File: src/sfr_ext_pkg.sv
package sfr_ext_pkg;

  // Direct register addresses of the added registers.
  localparam logic [7:0] ADDR_PAGE  = 8'hA1;
  localparam logic [7:0] ADDR_BANK  = 8'hA2;
  localparam logic [7:0] ADDR_AUX   = 8'hA6;
  localparam logic [7:0] ADDR_IRQC  = 8'hC0;
  // Upper five bits shared by the eight bit addresses of the interrupt control register.
  localparam logic [4:0] IRQC_BIT_BASE = 5'h18;

  // Reset values.
  localparam logic [7:0] RST_PAGE = 8'h00;
  localparam logic [7:0] RST_BANK = 8'h70;
  localparam logic [7:0] RST_AUX  = 8'hFF;
  localparam logic [7:0] RST_IRQC = 8'h00;

  // Bank register layout.
  localparam int         BANK_MODE_BIT = 7;
  localparam logic [7:0] BANK_RSVD_ONES = 8'h70;
  localparam logic [7:0] BANK_RW_MASK   = 8'h8F;

  // Interrupt control register layout, per input.
  localparam int A_TRIG = 0;
  localparam int A_PEND = 1;
  localparam int A_EN   = 2;
  localparam int A_PRIO = 3;
  localparam int B_TRIG = 4;
  localparam int B_PEND = 5;
  localparam int B_EN   = 6;
  localparam int B_PRIO = 7;

  // Polling order slots and vectors of the two added inputs.
  localparam int         NUM_SRC    = 8;
  localparam int         SLOT_A     = 6;
  localparam int         SLOT_B     = 7;
  localparam logic [7:0] VEC_BASE   = 8'h03;
  localparam logic [7:0] VEC_STEP   = 8'h08;
  localparam logic [7:0] ZERO_BYTE  = 8'h00;
  localparam logic [3:0] ZERO_NIB   = 4'h0;
  localparam logic [3:0] ALL_CS_OFF = 4'hF;

  // Register access request from the core's direct-address path.
  typedef struct packed {
    logic       wr;        // Byte write strobe.
    logic [7:0] addr;      // Direct register address.
    logic [7:0] wdata;     // Byte write data.
    logic       bit_wr;    // Single-bit write strobe.
    logic [7:0] bit_addr;  // Bit address.
    logic       bit_val;   // Value written to the bit.
  } sfr_req_t;

  // Kind of external bus cycle the core is running, with its address sources.
  typedef struct packed {
    logic        fetch;     // Instruction fetch.
    logic        movc;      // Table read from code space.
    logic        movx_dptr; // Data move addressed by the data pointer.
    logic        movx_ri;   // Data move addressed by an index register.
    logic [15:0] addr;      // Program counter or data pointer address.
    logic [7:0]  ri;        // Index register value.
  } bus_cycle_t;

endpackage : sfr_ext_pkg
File: src/mcu_extension_sfr_logic.sv
module mcu_extension_sfr_logic (
  input  wire logic                  core_clk,
  input  wire logic                  sys_rst,
  input  wire sfr_ext_pkg::sfr_req_t sfr_req,
  output logic [7:0]                 sfr_rdata,
  output logic                       sfr_hit,
  input  wire sfr_ext_pkg::bus_cycle_t bus_cycle,
  input  wire logic                  idle_mode,
  input  wire logic                  power_down,
  input  wire logic                  core_ale,
  input  wire logic                  core_program_read_strobe,
  input  wire logic                  core_data_oe,
  output logic                       ale_out,
  output logic                       program_read_strobe,
  output logic                       ext_data_bus_oe,
  output logic [3:0]                 upper_addr_pins,
  output logic [7:0]                 high_addr_port,
  output logic [7:0]                 low_addr_port,
  output logic [7:0]                 aux_port_out,
  input  wire logic [7:0]            aux_port_in,
  input  wire logic                  irq_a_pin,
  input  wire logic                  irq_b_pin,
  input  wire logic                  irq_a_serviced,
  input  wire logic                  irq_b_serviced,
  input  wire logic [5:0]            std_irq_req,
  input  wire logic [5:0]            std_irq_high,
  output logic                       irq_valid,
  output logic                       irq_high_level,
  output logic [7:0]                 irq_vector
);
  import sfr_ext_pkg::*;

  logic [7:0] movx_page_high;        // Page byte for index-addressed data moves.
  logic [7:0] ext_addr_bank_ctrl;    // Mode bit and bank bits; reserved bits stored as ones.
  logic [7:0] aux_port_latch;        // Extra port output latch.
  logic [7:0] ext_irq_ctrl;          // Added interrupt control and status.
  logic       irq_a_prev;            // Previous level of the first added input.
  logic       irq_b_prev;            // Previous level of the second added input.
  logic [7:0] next_page;             // Next page register value.
  logic [7:0] next_bank;             // Next bank register value.
  logic [7:0] next_aux;              // Next port latch value.
  logic [7:0] next_irqc;             // Next interrupt control value.
  logic       irq_a_fall;            // Falling edge seen on the first input.
  logic       irq_b_fall;            // Falling edge seen on the second input.
  logic       chip_select_mode_bit;  // High when pins act as chip selects.
  logic       bit_hit_irqc;          // Bit write aimed at the interrupt control register.

  assign chip_select_mode_bit = ext_addr_bank_ctrl[BANK_MODE_BIT];
  assign bit_hit_irqc = sfr_req.bit_wr && (sfr_req.bit_addr[7:3] == IRQC_BIT_BASE);
  assign irq_a_fall   = irq_a_prev && !irq_a_pin;
  assign irq_b_fall   = irq_b_prev && !irq_b_pin;

  // Register next values; bit writes only reach the interrupt control register.
  always_comb begin
    next_page = movx_page_high;
    next_bank = ext_addr_bank_ctrl;
    next_aux  = aux_port_latch;
    next_irqc = ext_irq_ctrl;
    if (sfr_req.wr) begin
      unique case (sfr_req.addr)
        ADDR_PAGE: next_page = sfr_req.wdata;
        ADDR_BANK: next_bank = (sfr_req.wdata & BANK_RW_MASK) | BANK_RSVD_ONES;
        ADDR_AUX:  next_aux  = sfr_req.wdata;
        ADDR_IRQC: next_irqc = sfr_req.wdata;
        default:   next_irqc = ext_irq_ctrl;
      endcase
    end
    if (bit_hit_irqc) begin
      next_irqc[sfr_req.bit_addr[2:0]] = sfr_req.bit_val;
    end
    // Service clears the pending flag; an edge in the same cycle wins.
    if (irq_a_serviced) begin
      next_irqc[A_PEND] = 1'b0;
    end
    if (irq_b_serviced) begin
      next_irqc[B_PEND] = 1'b0;
    end
    if (ext_irq_ctrl[A_TRIG] && irq_a_fall) begin
      next_irqc[A_PEND] = 1'b1;
    end
    if (ext_irq_ctrl[B_TRIG] && irq_b_fall) begin
      next_irqc[B_PEND] = 1'b1;
    end
  end

  // Register storage, all reset synchronously to documented values.
  always_ff @(posedge core_clk) begin
    if (sys_rst) begin
      movx_page_high     <= RST_PAGE;
      ext_addr_bank_ctrl <= RST_BANK;
      aux_port_latch     <= RST_AUX;
      ext_irq_ctrl       <= RST_IRQC;
      irq_a_prev         <= 1'b1;
      irq_b_prev         <= 1'b1;
    end else begin
      movx_page_high     <= next_page;
      ext_addr_bank_ctrl <= next_bank;
      aux_port_latch     <= next_aux;
      ext_irq_ctrl       <= next_irqc;
      irq_a_prev         <= irq_a_pin;
      irq_b_prev         <= irq_b_pin;
    end
  end

  // Read mux; the port register returns the pin levels, not the latch.
  always_comb begin
    sfr_hit   = 1'b1;
    sfr_rdata = ZERO_BYTE;
    unique case (sfr_req.addr)
      ADDR_PAGE: sfr_rdata = movx_page_high;
      ADDR_BANK: sfr_rdata = ext_addr_bank_ctrl | BANK_RSVD_ONES;
      ADDR_AUX:  sfr_rdata = aux_port_in;
      ADDR_IRQC: sfr_rdata = ext_irq_ctrl;
      default:   sfr_hit   = 1'b0;
    endcase
  end

  assign aux_port_out = aux_port_latch;

  // Address path next values.
  logic [7:0] next_high;   // Next high address byte.
  logic [7:0] next_low;    // Next low address byte.
  logic [3:0] next_upper;  // Next upper address or chip select pins.
  logic       next_ale;    // Next address latch strobe.
  logic       next_program_read_strobe;   // Next program read strobe.
  logic       next_oe;     // Next data bus enable.
  logic       sleeping;    // Idle or power-down.

  assign sleeping = idle_mode || power_down;

  // Address ports hold in sleep; otherwise follow the running cycle.
  always_comb begin
    next_high = high_addr_port;
    next_low  = low_addr_port;
    if (!sleeping) begin
      if (bus_cycle.movx_ri) begin
        next_high = movx_page_high;
        next_low  = bus_cycle.ri;
      end else begin
        next_high = bus_cycle.addr[15:8];
        next_low  = bus_cycle.addr[7:0];
      end
    end
    // Chip selects decode the two top address bits into one low pin.
    if (chip_select_mode_bit) begin
      next_upper = ALL_CS_OFF;
      next_upper[next_high[7:6]] = 1'b0;
    end else if (!sleeping && (bus_cycle.movc || bus_cycle.movx_dptr || bus_cycle.movx_ri)) begin
      next_upper = ext_addr_bank_ctrl[3:0];
    end else begin
      next_upper = ZERO_NIB;
    end
    // Strobes: idle holds both high, power-down both low, data bus floats.
    if (power_down) begin
      next_ale  = 1'b0;
      next_program_read_strobe = 1'b0;
    end else if (idle_mode) begin
      next_ale  = 1'b1;
      next_program_read_strobe = 1'b1;
    end else begin
      next_ale  = core_ale;
      next_program_read_strobe = core_program_read_strobe;
    end
    next_oe = core_data_oe && !sleeping;
  end

  // Address and strobe output registers.
  always_ff @(posedge core_clk) begin
    if (sys_rst) begin
      high_addr_port      <= ZERO_BYTE;
      low_addr_port       <= ZERO_BYTE;
      upper_addr_pins     <= ZERO_NIB;
      ale_out             <= 1'b0;
      program_read_strobe <= 1'b1;
      ext_data_bus_oe     <= 1'b0;
    end else begin
      high_addr_port      <= next_high;
      low_addr_port       <= next_low;
      upper_addr_pins     <= next_upper;
      ale_out             <= next_ale;
      program_read_strobe <= next_program_read_strobe;
      ext_data_bus_oe     <= next_oe;
    end
  end

  // Interrupt requests and polling.
  logic [NUM_SRC-1:0] req_all;    // Requests in polling order.
  logic [NUM_SRC-1:0] high_all;   // Priority level per source.
  logic               irq_a_req;  // First added input requesting.
  logic               irq_b_req;  // Second added input requesting.
  logic               next_valid; // Next request valid.
  logic               next_hl;    // Next winning level.
  logic [7:0]         next_vec;   // Next vector.

  // Edge mode uses the flag, level mode the low pin; enable gates both.
  assign irq_a_req = ext_irq_ctrl[A_EN] && (ext_irq_ctrl[A_TRIG] ? ext_irq_ctrl[A_PEND] : !irq_a_pin);
  assign irq_b_req = ext_irq_ctrl[B_EN] && (ext_irq_ctrl[B_TRIG] ? ext_irq_ctrl[B_PEND] : !irq_b_pin);
  assign req_all  = {irq_b_req, irq_a_req, std_irq_req};
  assign high_all = {ext_irq_ctrl[B_PRIO], ext_irq_ctrl[A_PRIO], std_irq_high};

  // High level wins; within a level the lowest slot index wins.
  always_comb begin
    next_valid = 1'b0;
    next_hl    = 1'b0;
    next_vec   = ZERO_BYTE;
    for (int i = NUM_SRC - 1; i >= 0; i--) begin
      if (req_all[i] && !high_all[i]) begin
        next_valid = 1'b1;
        next_vec   = VEC_BASE + 8'(i) * VEC_STEP;
      end
    end
    for (int i = NUM_SRC - 1; i >= 0; i--) begin
      if (req_all[i] && high_all[i]) begin
        next_valid = 1'b1;
        next_hl    = 1'b1;
        next_vec   = VEC_BASE + 8'(i) * VEC_STEP;
      end
    end
  end

  // Poll result registers.
  always_ff @(posedge core_clk) begin
    if (sys_rst) begin
      irq_valid      <= 1'b0;
      irq_high_level <= 1'b0;
      irq_vector     <= ZERO_BYTE;
    end else begin
      irq_valid      <= next_valid;
      irq_high_level <= next_hl;
      irq_vector     <= next_vec;
    end
  end
endmodule : mcu_extension_sfr_logic

File: config.mk
export PLATFORM = sky130hd
export DESIGN_NAME = mcu_extension_sfr_logic
export DESIGN_NICKNAME = d
export VERILOG_FILES = /design/src/sfr_ext_pkg.sv /design/src/mcu_extension_sfr_logic.sv
export SDC_FILE = /design/constraint.sdc
export NUM_CORES = 1
export LEC_CHECK = 0
export ABC_AREA = 1
export CAP_MARGIN = 20
export CORE_MARGIN = 2
export CORE_UTILIZATION = 55
export DETAILED_ROUTE_END_ITERATION = 12
export DONT_BUFFER_PORTS = 1
export MAX_ROUTING_LAYER = met4
export PLACE_DENSITY = 0.78
export SLEW_MARGIN = 20
export SYNTH_ARGS = -nofsm -noshare
export SYNTH_HDL_FRONTEND = slang
export SYNTH_SLANG_ARGS = --single-unit
File: constraint.sdc
create_clock -name core_clk -period 1.2 [get_ports core_clk]
set_input_delay 0 -clock core_clk [delete_from_list [all_inputs] [get_ports core_clk]]
set_output_delay 0 -clock core_clk [all_outputs]
set_load 0.01 [all_outputs]
==> Yosys cells after proc, flatten, opt, wreduce, memory -nomap -nowiden <==
Cells that the tools add are included.
{ "word_totals": {"reg_bits": 64, "in_bits": 86, "output_inout_bits": 50, "elab_cells": 144} }
{ "op_classes": {"n_lt_le_gt_ge": 4, "n_eq_ne": 5, "mux": 64, "bitwise_logic": 1, "n_reduce_logical": 50} }
{ "op_table": {"columns": ["cell", "n"], "rows": [
  ["two-way mux 6 bit", 12],
  ["two-way mux 8 bit", 6],
  ["two-way mux 1 bit", 36],
  ["== test 8 bit (second input constant)", 4],
  ["case mux 8 bit (4 select lines)", 1],
  ["logical AND 1 bit", 27],
  ["OR reduction 16 bit", 1],
  ["two-way mux 4 bit", 3],
  ["logical NOT 1 bit", 11],
  ["two-way mux 5 bit", 2],
  ["bitwise mux 8 bit", 1],
  ["AND reduction 2 bit", 3],
  ["== test 5 bit (second input constant)", 1],
  ["OR reduction 5 bit", 1],
  ["less-than comparator 3 x 4 -> 1 bit (second input constant)", 1],
  ["inverter 4 bit", 1],
  ["OR reduction 2 bit", 2],
  ["OR reduction 4 bit", 1],
  ["demux 1 bit (select 3 bit)", 1],
  [">= comparator 3 x 1 -> 1 bit (second input constant)", 1],
  ["logical OR 1 bit", 3],
  ["less-than comparator 2 x 3 -> 1 bit (second input constant)", 1],
  ["OR reduction 3 bit", 1],
  ["demux 1 bit (select 2 bit)", 1],
  ["2 further kinds", 2]
]} }

==> Longest topological paths before layout <==
{ "logic_depth": {"ltp_word": 20, "mapped_depth": 18, "mapped_depth_nobuf": 18} }

==> Worst setup path after synthesis <==
OpenSTA, ideal clock, no wires.
{ "synth_timing": {"path_type": "flip-flop to flip-flop", "start": "register ext_irq_ctrl[4]", "end": "register irq_vector[3]", "setup_time_ns": 0.066, "arrival_ns": 1.258, "required_time_ns": 1.134, "setup_slack_ns": -0.124, "stages_incl_launch_ff": 19, "n_path_buf": 0, "synth_period_minus_slack_ns": 1.324, "cell_sequence": "dfxtp_1 > inv_2 > nand2_2 > nand3_2 > nor2_2 > nand2_1 > nand2_1 > nand2_1 > nand2_1 > nand2_1 > nand2_1 > nand2_1 > nand2_1 > nand2_1 > nand2_1 > nand2_1 > nand2_1 > nand2_1 > a21oi_2"} }
{ "synth_via": {"elab_chain_len": 18, "elab_cells_between_ends": 19, "classes_between": "mux: 16; reduce/logical: 3"} }
{ "synth_rtl": {"columns": ["item", "line", "source"], "rows": [
  ["from (decl)", "mcu_extension_sfr_logic.sv:36", "logic [7:0] ext_irq_ctrl;"],
  ["from (signal assigned)", "mcu_extension_sfr_logic.sv:99", "ext_irq_ctrl <= next_irqc;"],
  ["two-way mux 1 bit *", "mcu_extension_sfr_logic.sv:197", "assign irq_b_req = ext_irq_ctrl[B_EN] && (ext_irq_ctrl[B_TRIG] ? ext_irq_ctrl[B_PEND] : !irq_b_pin);"],
  ["logical AND 1 bit *", "mcu_extension_sfr_logic.sv:197", null],
  ["logical AND 1 bit", "mcu_extension_sfr_logic.sv:207", "if (req_all[i] && !high_all[i]) begin"],
  ["two-way mux 6 bit (8 in series)", "mcu_extension_sfr_logic.sv:207", null],
  ["two-way mux 6 bit * (4 in series)", "mcu_extension_sfr_logic.sv:213", "if (req_all[i] && high_all[i]) begin"],
  ["two-way mux 5 bit * (2 in series)", "mcu_extension_sfr_logic.sv:213", null],
  ["two-way mux 4 bit *", "mcu_extension_sfr_logic.sv:213", null],
  ["to (signal assigned)", "mcu_extension_sfr_logic.sv:230", "irq_vector <= next_vec;"],
  ["to (decl)", "mcu_extension_sfr_logic.sv:29", "output logic [7:0] irq_vector"]
]} }
Every way passes the cells marked *; elsewhere a longest branch is shown, timed or not.
A chain may end at the register's enable or synchronous reset.

==> Final worst setup path <==
Same ends and word-level chain as after synthesis.

==> summary.log <==
INFO  run_status     status=finished with violations
INFO  run_status     failed_checks=negative hold slack, negative setup slack
INFO  clocking       clk_pin_slew=0.07ns
INFO  placement      post-place-cells=498
INFO  timing         hold-worst-slack=-0.0553ns
INFO  yosys          post_synth_instance_area=2870um2
INFO  die            core_area=5070um2
INFO  job            maxCapViolations=0
INFO  routing        dr.pass1.iters=7
INFO  worst_setup_path worstSetupPathType=reg2reg
INFO  grt            groute.usage.overall=0.334
INFO  clocking       clock_insertion_delay_worst_skew=0.34ns
INFO  routing        vias=3561
INFO  layout         fin_cells=588
INFO  die            ioPinCount=136
INFO  timing         clock_skew=0.0146ns
INFO  layout         post_route_cells_drive_above_1_share=0.255
INFO  timing         tightestPinTransition=0.883ns
INFO  timing         fmax=661MHz
INFO  yosys          synth_cells=413
INFO  die            initial_core_util=0.565
INFO  clocking       cts_inserted_buffers=9
INFO  worst_setup_path worstPathRequired=1.47ns
INFO  clocking       cts_tree=done
INFO  yosys          yosysSeqAreaShare=0.412
INFO  routing        route.final.wire_length=11.1mm
INFO  worst_setup_path crit-reg2reg-capture=irq_vector[3]
INFO  timing         period_needed=1.51ns
INFO  clocking       numClockSinks=59
INFO  routing        ant_nets=0
INFO  placement      pre_cts_ws=-0.219ns
INFO  layout         antenna_cells=0
INFO  routing        post-route-drc-count=0
INFO  die            chip_height=76.2um
INFO  yosys          postSynthAreaPerCell=6.94um2
INFO  power_and_ir_drop power.density=1110nW/um2
INFO  worst_setup_path worst-r2r-cell-count=18
INFO  worst_setup_path cp_data_arrival_time=1.78ns
INFO  yosys          post_synth_num_cell_types=32
INFO  power_and_ir_drop ir_drop=1.31mV
INFO  grt            vias_in_the_first_global_route=3223
INFO  worst_setup_path worst-r2r-setup-slack=-0.31ns
INFO  die            die_width=76.2um
INFO  timing         grt_setup_unrepaired=true
INFO  timing         layout_setup_ws=-0.314ns
INFO  placement      globalplace.congestion=0.888
INFO  timing         post-route-period-util=1.26
INFO  worst_setup_path reg2reg_from=ext_irq_ctrl[4]
INFO  die            floorplan.die_area=5800um2
INFO  placement      hpwlAfterDp=5.80mm
INFO  timing         slew_viol_final=0
INFO  worst_setup_path kind_of_end_point_of_the_critical_path=flip-flop
INFO  routing        drt-wirelength-per-cell=19.0um
INFO  min_path       worst_hold_path_class=in2reg
INFO  grt            global_route_wire_length_before_repair=15.1mm
INFO  grt            grt_max_degree=31
INFO  layout         nFillCells=282
INFO  worst_setup_path timing.critical_path.to=irq_vector[3]
INFO  timing         final-setup-viol-count=11
INFO  yosys          ys_seq_elements=59
INFO  worst_setup_path timing.critical_path.from_type=flip-flop
INFO  layout         area_growth=52.4%
INFO  grt            gr-total-overflow=0
INFO  routing        viasPerCell=6.06
INFO  routing        drt-initial-drc-count=454
INFO  layout         fin_util=0.860
INFO  die            std_cell_rows=26
INFO  timing         hold_viol=1
INFO  grt            antenna_found_initial=0
INFO  worst_setup_path path_max_fanout=3
INFO  placement      total_of_buffers_placed_on_input_and_output_ports=0
INFO  clocking       cts-htree-levels=3
INFO  worst_setup_path startpoint=ext_irq_ctrl[4]
INFO  layout         final_nets=599
INFO  yosys          yosysWarnings=0
INFO  clocking       cts_max_path_buffers=2
INFO  power_and_ir_drop cellLeakagePower=1.82nW
INFO  timing         worst_slew_margin_rel=0.411
INFO  clocking       cts_root_buf=sky130_fd_sc_hd__clkbuf_8
-- Yosys cell counts --
| cell type | instances | area [um2] |
|---|---|---|
| sky130_fd_sc_hd__nor2_4 | 1 | 11.3 |
| sky130_fd_sc_hd__buf_2 | 4 | 20.0 |
| sky130_fd_sc_hd__a221oi_1 | 10 | 87.6 |
| sky130_fd_sc_hd__nor3_1 | 3 | 15.0 |
| sky130_fd_sc_hd__nand2_1 | 95 | 357 |
| sky130_fd_sc_hd__a21oi_2 | 1 | 8.76 |
| sky130_fd_sc_hd__o21ai_0 | 39 | 195 |
| sky130_fd_sc_hd__buf_4 | 5 | 37.5 |
| sky130_fd_sc_hd__dfxtp_1 | 59 | 1180 |
| sky130_fd_sc_hd__clkbuf_1 | 10 | 37.5 |
| sky130_fd_sc_hd__nor2_2 | 4 | 25.0 |
| sky130_fd_sc_hd__nor3_2 | 2 | 20.0 |
| sky130_fd_sc_hd__o21ai_1 | 3 | 15.0 |
| sky130_fd_sc_hd__a21oi_1 | 55 | 275 |
| sky130_fd_sc_hd__nor2_1 | 31 | 116 |
| sky130_fd_sc_hd__inv_1 | 43 | 161 |
| sky130_fd_sc_hd__nand3_1 | 16 | 80.1 |
| sky130_fd_sc_hd__a211oi_1 | 1 | 7.51 |
| sky130_fd_sc_hd__or2_1 | 1 | 6.26 |
| sky130_fd_sc_hd__nand4_2 | 1 | 12.5 |
| sky130_fd_sc_hd__a31oi_1 | 3 | 18.8 |
| sky130_fd_sc_hd__conb_1 | 1 | 3.75 |
| sky130_fd_sc_hd__nand3_4 | 1 | 17.5 |
| sky130_fd_sc_hd__o211ai_1 | 6 | 45.0 |
| sky130_fd_sc_hd__a311oi_1 | 1 | 8.76 |
| sky130_fd_sc_hd__nor4_1 | 1 | 6.26 |
| sky130_fd_sc_hd__inv_2 | 7 | 26.3 |
| sky130_fd_sc_hd__o221ai_1 | 3 | 26.3 |
| sky130_fd_sc_hd__nor3b_1 | 1 | 7.51 |
| sky130_fd_sc_hd__nand2_2 | 1 | 6.26 |
| sky130_fd_sc_hd__nand4_1 | 3 | 18.8 |
| sky130_fd_sc_hd__nand3_2 | 1 | 10.0 |
-- flip-flops by register name (all words and copies together), names as in the netlist --
register / cells
irq_vector: 4
irq_high_level: 1
program_read_strobe: 1
aux_port_out: 8
high_addr_port: 8
movx_page_high: 8
ext_irq_ctrl: 8
low_addr_port: 8
irq_b_prev: 1
ale_out: 1
ext_addr_bank_ctrl: 5
irq_a_prev: 1
upper_addr_pins: 4
ext_data_bus_oe: 1
-- per-stage QoR --
step                power, W  setup TNS (ns)  cell area [um2]
detailed placement   0.00240          -0.270             3120
finish               0.00486           -2.31             4370
CTS                  0.00475           -4.78             4090
global route         0.00499           -3.38             4370
global placement     0.00239          -0.187             3120
floorplan            0.00235         -0.0976             2880
-- cells in the final DEF (no fill, tap or decap), types with 2 or more instances in the layout --
| master | Yosys | final |
|---|---|---|
| sky130_fd_sc_hd__nand4_1 | 3 | 3 |
| sky130_fd_sc_hd__inv_1 | 43 | 35 |
| sky130_fd_sc_hd__o221ai_4 | 0 | 2 |
| sky130_fd_sc_hd__a21oi_1 | 55 | 51 |
| sky130_fd_sc_hd__o21ai_2 | 0 | 2 |
| sky130_fd_sc_hd__nand2_2 | 1 | 6 |
| sky130_fd_sc_hd__dfxtp_1 | 59 | 51 |
| sky130_fd_sc_hd__o21ai_0 | 39 | 32 |
| sky130_fd_sc_hd__inv_4 | 0 | 3 |
| sky130_fd_sc_hd__o211ai_1 | 6 | 6 |
| sky130_fd_sc_hd__nand2_1 | 95 | 89 |
| sky130_fd_sc_hd__nand3_1 | 16 | 16 |
| sky130_fd_sc_hd__bufinv_16 | 0 | 2 |
| sky130_fd_sc_hd__dlygate4sd3_1 | 0 | 54 |
| sky130_fd_sc_hd__buf_4 | 5 | 32 |
| sky130_fd_sc_hd__nor2_1 | 31 | 23 |
| sky130_fd_sc_hd__a221oi_2 | 0 | 9 |
| sky130_fd_sc_hd__nor3_1 | 3 | 2 |
| sky130_fd_sc_hd__inv_2 | 7 | 11 |
| sky130_fd_sc_hd__nor2_4 | 1 | 5 |
| sky130_fd_sc_hd__clkbuf_8 | 0 | 13 |
| sky130_fd_sc_hd__o21ai_1 | 3 | 8 |
| sky130_fd_sc_hd__conb_1 | 1 | 3 |
| sky130_fd_sc_hd__nor2_2 | 4 | 8 |
| sky130_fd_sc_hd__nand3_4 | 1 | 2 |
| sky130_fd_sc_hd__buf_6 | 0 | 14 |
| sky130_fd_sc_hd__a31oi_1 | 3 | 3 |
| sky130_fd_sc_hd__dlymetal6s4s_1 | 0 | 5 |
| sky130_fd_sc_hd__nor3_2 | 2 | 2 |
| sky130_fd_sc_hd__a21oi_2 | 1 | 5 |
| sky130_fd_sc_hd__clkinvlp_4 | 0 | 2 |
| sky130_fd_sc_hd__dfxtp_2 | 0 | 8 |
-- report_power, final --
| part | switching (W) | internal (W) |
|---|---|---|
| logic | 0.000305 | 0.000259 |
| registers | 0.0000602 | 0.00202 |
| clock network | 0.000826 | 0.00140 |
| total | 0.00119 | 0.00367 |
-- layer usage --
layer,GRT usage,part of all wire,up-vias
li1,-,-,1582
met1,0.382,0.35,1638
met2,0.551,0.50,267
met3,0.0746,0.10,74
met4,0.176,0.055,0
met5,-,0,-
-- what timing repair did --
item                                   4_1_cts  5_1_grt
pin swaps                                    8       17
resized for setup                           37       51
hold buffers                                57        3
endpoints found under the hold margin       59        4
setup endpoints to repair                   12       58
setup buffers                                5       14
-- cell type report --
type / instances / area (um2) / area share
multi-input combinational: 287 / 1620 / 0.371
sequential: 59 / 1190 / 0.273
timing repair buffer: 106 / 1020 / 0.234
inverter: 50 / 199 / 0.0456
clock buffer: 13 / 179 / 0.0410
tap: 70 / 87.6 / 0.0201
clock inverter: 3 / 67.6 / 0.0155
-- logic make-up (layout without fill, tap and decap cells) --
family,count (synthesis),count (layout),share of synthesized area
and+or+nand+nor,162,162,0.248
other,1,3,0.00131
DFF,59,59,0.412
AOI/OAI and AO/OA,122,122,0.240
buffers and inverters,69,172,0.0987
-- critical path, cell delays in order, from the launching register on --
cell and delay, ns:
sky130_fd_sc_hd__dfxtp_2 0.38, sky130_fd_sc_hd__inv_2 0.08, sky130_fd_sc_hd__nand2_4 0.08, sky130_fd_sc_hd__nand3_4 0.08, sky130_fd_sc_hd__nor2_4 0.09, sky130_fd_sc_hd__nand2_1 0.05
sky130_fd_sc_hd__nand2_1 0.05, sky130_fd_sc_hd__nand2_1 0.04, sky130_fd_sc_hd__nand2_1 0.05, sky130_fd_sc_hd__nand2_1 0.04, sky130_fd_sc_hd__nand2_1 0.05, sky130_fd_sc_hd__nand2_1 0.04
sky130_fd_sc_hd__nand2_1 0.05, sky130_fd_sc_hd__nand2_1 0.05, sky130_fd_sc_hd__nand2_1 0.05, sky130_fd_sc_hd__nand2_1 0.04, sky130_fd_sc_hd__nand2_1 0.05, sky130_fd_sc_hd__nand2_1 0.06
sky130_fd_sc_hd__a21oi_2 0.11
-- worst min-delay path by stage --
stage                         start               endpoint  slack, ns  depth (start not counted)
finish              std_irq_high[3]          irq_vector[3]      -0.06                          4
global route        std_irq_high[3]          irq_vector[3]      -0.06                          4
CTS                 std_irq_high[3]          irq_vector[3]      -0.07                          4
detailed placement          sys_rst  ext_addr_bank_ctrl[2]       0.07                          1
global placement            sys_rst  ext_addr_bank_ctrl[3]       0.07                          1
floorplan                power_down                ale_out       0.08                          1
Note: power is estimated with default switching activity, not from simulation.
